===== config.mk =====
export PLATFORM = sky130hd
export DESIGN_NAME = bir_board_int_routing
export DESIGN_NICKNAME = d
export VERILOG_FILES = /design/src/inc/bir_pkg.sv /design/src/rtl/bir_board_int_routing.sv
export SDC_FILE = /design/constraint.sdc
export NUM_CORES = 1
export LEC_CHECK = 0
export ABC_CLOCK_PERIOD_IN_PS = 6650
export BUFFER_PORTS_ARGS = -buffer_cell sky130_fd_sc_hd__buf_2
export CORE_AREA = 2 2 142 283
export CTS_BUF_LIST = sky130_fd_sc_hd__clkbuf_8
export CTS_CLUSTER_SIZE = 14
export DETAILED_ROUTE_END_ITERATION = 7
export DIE_AREA = 0 0 144 285
export PLACE_DENSITY_LB_ADDON = 0.3
export SETUP_SLACK_MARGIN = 0.4
export SLEW_MARGIN = 20
export SYNTH_ARGS = -nofsm -noshare
export SYNTH_HDL_FRONTEND = slang
export SYNTH_SLANG_ARGS = --single-unit

===== constraint.sdc =====
create_clock -name ref_clk -period 6.65 [get_ports ref_clk]
set_clock_uncertainty 0.15 [all_clocks]
set_input_delay 1.995 -clock ref_clk [delete_from_list [all_inputs] [get_ports ref_clk]]
set_output_delay 1.995 -clock ref_clk [all_outputs]
set_load 0.1 [all_outputs]

===== src/inc/bir_pkg.sv =====
`default_nettype none
package bir_pkg;
    // clock and timer tick
    localparam int CLK_PERIOD_NS = 8;
    localparam int TIMER_TICK_NS = 1000;
    localparam int TIMER_TICK_CYC = (TIMER_TICK_NS + CLK_PERIOD_NS - 1)
                                    / CLK_PERIOD_NS;

    // register bus
    localparam int ADDR_W = 8;
    localparam int DATA_W = 32;
    localparam logic [7:0] OFS_MP_STATUS = 8'h00;
    localparam logic [7:0] OFS_MP_MASK = 8'h04;
    localparam logic [7:0] OFS_MP_CPU_DEST = 8'h08;
    localparam logic [7:0] OFS_MP_IPI = 8'h0c;
    localparam logic [7:0] OFS_EDGE_LEVEL = 8'h10;
    localparam logic [7:0] OFS_ROUTE = 8'h14;
    localparam logic [7:0] OFS_LEG_PEND = 8'h18;
    localparam logic [7:0] OFS_LEG_MASK = 8'h1c;
    localparam logic [7:0] OFS_TIMER0 = 8'h20;
    localparam logic [7:0] OFS_TIMER1 = 8'h24;
    localparam logic [7:0] OFS_TIMER2 = 8'h28;
    localparam logic [7:0] OFS_TIMER3 = 8'h2c;

    // multiprocessor controller sources
    localparam int NUM_CPU = 2;
    localparam int MP_EXT = 16;
    localparam int MP_SRC = 22;
    localparam int SRC_IPI0 = 16;
    localparam int SRC_TMR0 = 18;
    localparam int NUM_TMR = 4;
    localparam int TMR_W = 16;
    localparam int IN_LEGACY = 0;
    localparam int IN_MEM_ERR = 1;
    localparam int IN_ETH = 2;
    localparam int IN_VME0 = 5;
    localparam int IN_SLOT0 = 9;
    localparam int IN_LM0 = 13;
    // sticky sources: edge input 1, the two ipis and four timers
    localparam logic [21:0] MP_STICKY = 22'h3f0002;
    // inputs 3, 4 and 15 are unused and stay inactive
    localparam logic [15:0] MP_UNUSED = 16'h8018;
    localparam logic [21:0] MP_MASK_RST = 22'h000000;
    localparam logic [21:0] MP_DEST_RST = 22'h000000;

    // legacy controller
    localparam int LEG_W = 16;
    localparam int LEG_CASCADE = 2;
    localparam int LEG_LM_LINE = 5;
    localparam logic [15:0] LEG_FIXED = 16'h2107;
    localparam logic [15:0] ELC_RST = 16'h0000;
    localparam logic [15:0] LEG_MASK_RST = 16'hffff;
    localparam int NUM_PCI = 4;
    localparam int ROUTE_OFF_BIT = 7;
    localparam logic [31:0] ROUTE_RST = 32'h80808080;

    // synchronised pins
    localparam int SYN_MEM = 0;
    localparam int SYN_ETH = 1;
    localparam int SYN_LINT = 2;
    localparam int SYN_SLOT1 = 6;
    localparam int SYN_SLOT2 = 10;
    localparam int SYN_EXP = 14;
    localparam int SYN_LM = 18;
    localparam int SYN_ISA = 20;
    localparam int SYN_W = 36;
    localparam logic [35:0] SYN_IDLE = 36'h00000fffff;
endpackage : bir_pkg
`default_nettype wire


===== src/rtl/bir_board_int_routing.sv =====
// Operation
// - deliver to at most two processors, accept sixteen external inputs
// - add two interprocessor and four timer sources internally
// - legacy requests pass the bridge; its output is input 0, high level
// - input 1 is a falling-edge memory error request
// - inputs 5 to 8 are low level requests from bridge outputs 0 to 3
// - inputs 9 to 12 are shared slot lines, slot two rotated by one
// - ethernet, bridge output 0, slots, monitors also reach legacy side
// - legacy side has fifteen request lines as two cascaded controllers
// - each line edge or level, except fixed lines 0, 1, 2, 8, 13
// - four pci lines, each steerable to one of eleven legacy lines
// - several pci lines may share one legacy line
// - every legacy line resets to edge mode
//
// Local design decisions: the address-and-strobe port and the register addresses.
`timescale 1ns/1ps
`default_nettype none
module bir_board_int_routing #(
    parameter int TICK_DIV = bir_pkg::TIMER_TICK_CYC
) (
    input wire logic ref_clk,
    input wire logic resetn,
    input wire logic [bir_pkg::ADDR_W-1:0] addr,
    input wire logic [bir_pkg::DATA_W-1:0] wdata,
    input wire logic wr_en,
    input wire logic rd_en,
    output logic [bir_pkg::DATA_W-1:0] rdata,
    input wire logic mem_err_n,
    input wire logic eth_int_n,
    input wire logic [3:0] bridge_local_int_out_n,
    input wire logic [3:0] mezzanine_slot_one_int_n,
    input wire logic [3:0] mezzanine_slot_two_int_n,
    input wire logic [3:0] expansion_slot_int_n,
    input wire logic [1:0] location_monitor_signal_n,
    input wire logic [15:0] isa_irq,
    output logic [bir_pkg::NUM_CPU-1:0] cpu_int,
    output logic int_out,
    output logic legacy_int_out
);
    import bir_pkg::*;

    typedef struct packed {
        logic [SYN_W-1:0] sync1;
        logic [SYN_W-1:0] sync2;
        logic [SYN_W-1:0] sync3;
        logic [SYN_W-1:0] filt;
        logic mem_prev;
        logic [LEG_W-1:0] leg_prev;
        logic [MP_SRC-1:0] mp_stat;
        logic [MP_SRC-1:0] mp_mask;
        logic [MP_SRC-1:0] mp_dest;
        logic [LEG_W-1:0] elc;
        logic [31:0] route;
        logic [LEG_W-1:0] leg_pend;
        logic [LEG_W-1:0] leg_mask;
        logic [NUM_TMR*TMR_W-1:0] reload;
        logic [NUM_TMR*TMR_W-1:0] tcount;
        logic [15:0] presc;
        logic [DATA_W-1:0] rdata;
        logic [NUM_CPU-1:0] cpu_int;
        logic int_out;
        logic legacy_out;
    } bir_state_t;

    localparam bir_state_t BIR_RST = '{
        sync1: SYN_IDLE,
        sync2: SYN_IDLE,
        sync3: SYN_IDLE,
        filt: SYN_IDLE,
        mem_prev: 1'b0,
        leg_prev: '0,
        mp_stat: '0,
        mp_mask: MP_MASK_RST,
        mp_dest: MP_DEST_RST,
        elc: ELC_RST,
        route: ROUTE_RST,
        leg_pend: '0,
        leg_mask: LEG_MASK_RST,
        reload: '0,
        tcount: '0,
        presc: '0,
        rdata: '0,
        cpu_int: '0,
        int_out: 1'b0,
        legacy_out: 1'b0
    };

    localparam logic [15:0] TICK_LAST = 16'(TICK_DIV - 1);

    bir_state_t s_reg;
    bir_state_t s_next;

    logic [SYN_W-1:0] pins;
    assign pins = {isa_irq, location_monitor_signal_n, expansion_slot_int_n,
                   mezzanine_slot_two_int_n, mezzanine_slot_one_int_n,
                   bridge_local_int_out_n, eth_int_n, mem_err_n};

    always_comb begin
        logic [NUM_PCI-1:0] pci_act;
        logic [LEG_W-1:0] steered;
        logic [LEG_W-1:0] raw;
        logic [LEG_W-1:0] rise;
        logic [LEG_W-1:0] leg_clr;
        logic [LEG_W-1:0] leg_act;
        logic [MP_EXT-1:0] mp_in;
        logic [MP_SRC-1:0] mp_set;
        logic [MP_SRC-1:0] mp_clr;
        logic [MP_SRC-1:0] mp_live;
        logic [MP_SRC-1:0] mp_act;
        logic [3:0] line;
        logic tick;
        logic [TMR_W-1:0] cnt;
        logic [TMR_W-1:0] rld;
        logic [DATA_W-1:0] rd_val;
        pci_act = '0;
        steered = '0;
        raw = '0;
        rise = '0;
        leg_clr = '0;
        leg_act = '0;
        mp_in = '0;
        mp_set = '0;
        mp_clr = '0;
        mp_live = '0;
        mp_act = '0;
        line = '0;
        tick = 1'b0;
        cnt = '0;
        rld = '0;
        rd_val = '0;
        s_next = s_reg;

        // three-stage synchroniser; a change counts once stages 2 and 3 agree
        s_next.sync1 = pins;
        s_next.sync2 = s_reg.sync1;
        s_next.sync3 = s_reg.sync2;
        for (int i = 0; i < SYN_W; i++) begin
            if (s_reg.sync2[i] == s_reg.sync3[i]) begin
                s_next.filt[i] = s_reg.sync3[i];
            end
        end

        // pci lines seen by the bridge: ethernet, vme output 0, none, slots
        pci_act[0] = ~s_reg.filt[SYN_ETH];
        pci_act[1] = ~s_reg.filt[SYN_LINT];
        pci_act[2] = 1'b0;
        pci_act[3] = ~(&s_reg.filt[SYN_SLOT1 +: 4])
                   | ~(&s_reg.filt[SYN_SLOT2 +: 4])
                   | ~(&s_reg.filt[SYN_EXP +: 4]);

        // steering: an or per target line lets several pci lines share it
        for (int p = 0; p < NUM_PCI; p++) begin
            line = s_reg.route[p*8 +: 4];
            if (!s_reg.route[p*8 + ROUTE_OFF_BIT]
                    && !LEG_FIXED[line]) begin
                steered[line] = steered[line] | pci_act[p];
            end
        end

        // legacy request lines; the cascade line carries no pin of its own
        raw = s_reg.filt[SYN_ISA +: LEG_W] | steered;
        raw[LEG_LM_LINE] = raw[LEG_LM_LINE]
                         | ~(&s_reg.filt[SYN_LM +: 2]);
        raw[LEG_CASCADE] = 1'b0;
        s_next.leg_prev = raw;
        rise = raw & ~s_reg.leg_prev;

        if (wr_en && addr == OFS_LEG_PEND) begin
            leg_clr = wdata[LEG_W-1:0];
        end
        // edge lines latch and clear by writing one; the set wins
        for (int i = 0; i < LEG_W; i++) begin
            if (s_reg.elc[i]) begin
                s_next.leg_pend[i] = raw[i];
            end else begin
                s_next.leg_pend[i] = (s_reg.leg_pend[i] & ~leg_clr[i])
                                   | rise[i];
            end
        end
        s_next.leg_pend[LEG_CASCADE] = 1'b0;

        // slave group reaches the master through the cascade line
        leg_act = s_reg.leg_pend & ~s_reg.leg_mask;
        leg_act[LEG_CASCADE] = |leg_act[15:8];
        s_next.legacy_out = |leg_act[7:0];

        // external inputs of the multiprocessor controller, active high
        mp_in[IN_LEGACY] = s_reg.legacy_out;
        mp_in[IN_MEM_ERR] = ~s_reg.filt[SYN_MEM];
        mp_in[IN_ETH] = ~s_reg.filt[SYN_ETH];
        for (int k = 0; k < 4; k++) begin
            mp_in[IN_VME0 + k] = ~s_reg.filt[SYN_LINT + k];
            mp_in[IN_SLOT0 + k] = ~s_reg.filt[SYN_SLOT1 + k]
                                | ~s_reg.filt[SYN_SLOT2 + ((k + 3) % 4)]
                                | ~s_reg.filt[SYN_EXP + k];
        end
        mp_in[IN_LM0] = ~s_reg.filt[SYN_LM];
        mp_in[IN_LM0 + 1] = ~s_reg.filt[SYN_LM + 1];
        mp_in = mp_in & ~MP_UNUSED;

        // memory error is taken on its falling pin edge
        s_next.mem_prev = mp_in[IN_MEM_ERR];
        mp_set[IN_MEM_ERR] = mp_in[IN_MEM_ERR] & ~s_reg.mem_prev;
        mp_live[MP_EXT-1:0] = mp_in;

        // interprocessor requests are raised by a write of ones
        if (wr_en && addr == OFS_MP_IPI) begin
            mp_set[SRC_IPI0 +: 2] = wdata[1:0];
        end

        // timers count down on the tick; reload of zero stops a timer
        tick = (s_reg.presc == TICK_LAST);
        s_next.presc = tick ? '0 : s_reg.presc + 16'h0001;
        for (int t = 0; t < NUM_TMR; t++) begin
            cnt = s_reg.tcount[t*TMR_W +: TMR_W];
            rld = s_reg.reload[t*TMR_W +: TMR_W];
            if (rld == '0) begin
                s_next.tcount[t*TMR_W +: TMR_W] = '0;
            end else if (tick) begin
                if (cnt <= 16'h0001) begin
                    s_next.tcount[t*TMR_W +: TMR_W] = rld;
                    mp_set[SRC_TMR0 + t] = (cnt == 16'h0001);
                end else begin
                    s_next.tcount[t*TMR_W +: TMR_W] = cnt - 16'h0001;
                end
            end
        end

        // sticky bits clear by writing one, the set wins; level bits follow
        if (wr_en && addr == OFS_MP_STATUS) begin
            mp_clr = wdata[MP_SRC-1:0];
        end
        s_next.mp_stat = (MP_STICKY & ((s_reg.mp_stat & ~mp_clr) | mp_set))
                       | (~MP_STICKY & mp_live);

        // delivery: each source goes to the processor picked by its dest bit
        mp_act = s_reg.mp_stat & s_reg.mp_mask;
        s_next.cpu_int[0] = |(mp_act & ~s_reg.mp_dest);
        s_next.cpu_int[1] = |(mp_act & s_reg.mp_dest);
        s_next.int_out = |mp_act;

        // register writes
        if (wr_en) begin
            unique case (addr)
                OFS_MP_MASK: begin
                    s_next.mp_mask = wdata[MP_SRC-1:0];
                end
                OFS_MP_CPU_DEST: begin
                    s_next.mp_dest = wdata[MP_SRC-1:0];
                end
                OFS_EDGE_LEVEL: begin
                    s_next.elc = wdata[LEG_W-1:0] & ~LEG_FIXED;
                end
                OFS_ROUTE: begin
                    s_next.route = wdata;
                end
                OFS_LEG_MASK: begin
                    s_next.leg_mask = wdata[LEG_W-1:0];
                end
                OFS_TIMER0: begin
                    s_next.reload[0*TMR_W +: TMR_W] = wdata[15:0];
                end
                OFS_TIMER1: begin
                    s_next.reload[1*TMR_W +: TMR_W] = wdata[15:0];
                end
                OFS_TIMER2: begin
                    s_next.reload[2*TMR_W +: TMR_W] = wdata[15:0];
                end
                OFS_TIMER3: begin
                    s_next.reload[3*TMR_W +: TMR_W] = wdata[15:0];
                end
                OFS_MP_STATUS, OFS_MP_IPI, OFS_LEG_PEND: begin
                    // one-shot strobes, already decoded above
                end
                default: begin
                end
            endcase
        end

        // register reads, data in the following cycle only
        if (rd_en) begin
            unique case (addr)
                OFS_MP_STATUS: begin
                    rd_val = {10'h000, s_reg.mp_stat};
                end
                OFS_MP_MASK: begin
                    rd_val = {10'h000, s_reg.mp_mask};
                end
                OFS_MP_CPU_DEST: begin
                    rd_val = {10'h000, s_reg.mp_dest};
                end
                OFS_MP_IPI: begin
                    // write-only strobe, nothing to show
                    rd_val = '0;
                end
                OFS_EDGE_LEVEL: begin
                    rd_val = {16'h0000, s_reg.elc};
                end
                OFS_ROUTE: begin
                    rd_val = s_reg.route;
                end
                OFS_LEG_PEND: begin
                    rd_val = {16'h0000, s_reg.leg_pend};
                end
                OFS_LEG_MASK: begin
                    rd_val = {16'h0000, s_reg.leg_mask};
                end
                OFS_TIMER0: begin
                    rd_val = {16'h0000, s_reg.tcount[15:0]};
                end
                OFS_TIMER1: begin
                    rd_val = {16'h0000, s_reg.tcount[31:16]};
                end
                OFS_TIMER2: begin
                    rd_val = {16'h0000, s_reg.tcount[47:32]};
                end
                OFS_TIMER3: begin
                    rd_val = {16'h0000, s_reg.tcount[63:48]};
                end
                default: begin
                    rd_val = '0;
                end
            endcase
        end
        s_next.rdata = rd_val;
    end

    // reset leaves every legacy line in edge mode
    always_ff @(posedge ref_clk or negedge resetn) begin
        if (!resetn) begin
            s_reg <= BIR_RST;
        end else begin
            s_reg <= s_next;
        end
    end

    assign rdata = s_reg.rdata;
    assign cpu_int = s_reg.cpu_int;
    assign int_out = s_reg.int_out;
    assign legacy_int_out = s_reg.legacy_out;
endmodule : bir_board_int_routing
`default_nettype wire


==> summary.md <==
| Metric | Value |
|---|---|
| Status | `completed` |
| EDFF count, synth | `0` |
| Core area | `0.0390 mm^2` |
| YS warnings | `0` |
| Placement Cell Area | `0.0219 mm^2` |
| CTS Root Cell | `clkbuf_8` |
| Critical path peak fanout | `24` |
| FF+latch count, synth | `473` |
| Tot Pwr | `6.05 mW` |
| Routability congestion estimate | `1.01` |
| Initial antenna violation count | `4` |
| Post-route setup slack | `2.56 ns` |
| Post-route cell area | `0.0234 mm^2` |
| Post-route ant nets | `0` |
| Vias in the first global route | `15,400` |
| Worst Path Required | `7.02 ns` |
| Post-synth top area share | `44.2%` |
| DRC errors left | `0` |
| CP startpoint kind | `input port` |
| Worst reg2reg path depth | `6` |
| Switching share of power | `25.9%` |
| CTS tree | `built` |
| Critical path class | `input port to register` |
| Cell count after synthesis | `1,845` |
| Final period util | `61.6%` |
| Area Overhead vs Synth | `10.9%` |
| Pins Over Slew Limit | `0` |
| Internal power | `4.49 mW` |
| CP max stage delay | `0.74 ns` |
| Synth top area cells | `dfrtp_1, dfstp_2, mux2_2` |
| Worst hold path class | `register to register` |
| Grt ovf | `0` |
| FMAX | `244 MHz` |
| Combinational share of power | `7.0%` |
| Slew @ Worst Pin | `1.11 ns` |
| Post-cts sizing count | `0` |
| Syn_nets | `1,935` |
| IO Pins | `116` |
| Post-synth top cells | `dfrtp_1, mux2_2, nand2_1, nor2_1, dfstp_2` |
| Worst R2R Setup Slack | `3.28 ns` |
| Tmin final | `4.09 ns` |
| Std-Cell Rows | `103` |
| CP max stage cell | `nand2_1` |
| Vias per inst | `6.27` |
| Hold Vio Cnt, Final | `0` |
| Hold buffers post-CTS | `0` |
| Power Density | `258 mW/mm^2` |
| Yosys top cell by area | `dfrtp_1` |
| Routed vias | `15,700` |
| Input/output buffers | `114` |
| H-tree levels | `3` |
| Final net count | `2,008` |
| Clk buf depth | `3` |
| CP startpoint | `addr[4]` |
| Wire per inst | `23.6 um` |
| Worst EP arrival | `4.46 ns` |
| Die width | `144 um` |
| Synthesized cell area | `0.0211 mm^2` |
| Sequential element share of the synthesized area | `56.7%` |
| Setup crit end | `s_reg[273]` |
| Max-slew headroom | `25.7%` |
| Detailed Routing Iterations Pass 1 | `7` |
| Die area | `0.0410 mm^2` |
| Iter 0 DRT Violations | `1,646` |
| Net Sw Power | `1.57 mW` |
| Worst reg2reg startpoint | `s_reg[95]` |
| Setup bufs post-CTS | `0` |
| Die span in y | `285 um` |
| Worst-path cell chain | `buf_2 -> nor3_1 -> nand2b_1 -> nor2_1 -> buf_4 -> nand2_1 -> mux2_2` |
| Syn Area/Cell | `11.4 um^2` |
| Most numerous cell in the Yosys netlist | `dfrtp_1` |
| Pre-CTS setup slack | `2.02 ns` |
| Clk network pwr share | `40.5%` |
| Starting Density | `54.1%` |
| First-pass GRT wire length | `91.1 mm` |
| RSZ-0062 raised after global routing | `no` |
| Max Cap Viol | `0` |
| Sequential group share of total power | `52.4%` |
| Clk_lat worst skew | `0.64 ns` |
| Ys flop type | `dfrtp_1` |
| VDD IR max | `0.219 mV` |
| # clock sinks | `473` |
| GRT Overall Usage | `29.4%` |
| Setup TNS | `0 ns` |
| DRT Wirelength | `59.1 mm` |
| Setup violators final | `0` |
| Number of distinct library cells after synthesis | `89` |
| Num CTS Buffers | `69` |
| Largest register FFs | `367` |
| Largest net degree at the start of global routing | `132` |
| Hpwl dp | `40.2 mm` |
| Proportion of layout cells with a drive suffix above 1 | `28.1%` |
| Post-synth ARST share | `100%` |
| CP Capture Type | `register` |
| FF-to-FF End | `s_reg[93]` |
| Static Leak | `10.4 nW` |
| Clk slew on worst S/H paths | `0.06 ns` |
[critical path, delay by kind of cell]
| family | cells | cell delay (ns) |
|---|---|---|
| AND/OR/NAND/NOR | 4 | 1.42 |
| buffers and inverters | 2 | 0.47 |
| multiplexers | 1 | 0.55 |
[cell usage in the layout (no fill, tap or decap), types with 9 or more instances in the layout]
cell      instances
a31oi_1          25
a22oi_1          41
a21oi_1          46
a221oi_1         45
buf_2           113
maj3_1           35
inv_1            92
o21ai_0          79
buf_4            18
o22ai_1          23
nand4_1          23
a22o_1           32
nor3_1           31
or2_2            11
nand3_1          49
nor2_1          121
a211oi_1         15
ha_1             10
nand3b_1         11
and2_1           13
dfrtp_1         373
nand2b_1         14
nand2_1         136
dfstp_2         100
clkbuf_8         85
nor4_1           35
mux2_2          167
xnor2_1           9
or3_1            17
o31ai_1          15
o211ai_1          9
a222oi_1         10
[power groups by stage]
stage / logic [mW] / clock network, mW / registers [mW]
finish: 0.425 / 2.45 / 3.17
global route: 0.466 / 2.64 / 3.19
CTS: 0.424 / 2.50 / 3.17
detailed placement: 0.423 / 0 / 3.22
global placement: 0.415 / 0 / 3.22
floorplan: 0.256 / 0 / 3.17
[kinds of logic (layout without fill, tap and decap cells)]
family	Yosys count	after routing	synth area share [%]
AND/OR/NAND/NOR	524	524	12.9
AO/OA/AOI/OAI	414	414	14.1
other	0	4	0
XOR/XNOR	16	16	0.664
adder cells (fa/ha/maj)	45	45	2.25
multiplexers	168	168	8.95
buffers and inverters	205	331	4.50
flip-flops	473	473	56.7
[per-stage QoR]
step | hold WS [ns] | instances | utilization (%)
2_1_floorplan | 0.181 | 1845 | -
5_1_grt | 0.195 | 2500 | 60.0
3_3_place_gp | 0.182 | 2370 | 56.1
6_report | 0.192 | 2500 | 60.0
4_1_cts | 0.192 | 2494 | 59.8
3_5_place_dp | 0.185 | 2370 | 56.1
[cell type report]
cell class / instances / area [um^2]
clock buffers: 85 / 1170
diodes: 4 / 10.0
fillers: 3206 / 15600
multi-input cells: 1167 / 8230
repair buffers: 138 / 835
well taps: 525 / 657
clock inverters: 39 / 293
flip-flops and latches: 473 / 12000
inverters: 69 / 259
[worst min path at each step]
stage | slack (ns) | cells past startpoint | start | endpoint
2_1_floorplan | 0.18 | 0 | s_next[435] | s_next[399]
3_3_place_gp | 0.18 | 0 | s_next[439] | s_next[403]
3_5_place_dp | 0.18 | 0 | s_next[439] | s_next[403]
4_1_cts | 0.19 | 0 | s_next[431] | s_next[395]
5_1_grt | 0.19 | 0 | s_next[426] | s_next[390]
6_report | 0.19 | 0 | s_next[431] | s_next[395]
[routing by layer]
| layer | vias to the layer above | global-route usage [%] | share of wire, % |
|---|---|---|---|
| li1 | 6900 | - | - |
| met1 | 7756 | 39.3 | 39 |
| met2 | 821 | 44.3 | 46 |
| met3 | 202 | 6.26 | 8.4 |
| met4 | 0 | 17.1 | 6.7 |
| met5 | - | 0 | 0 |
(Power assumes the default switching activity.)
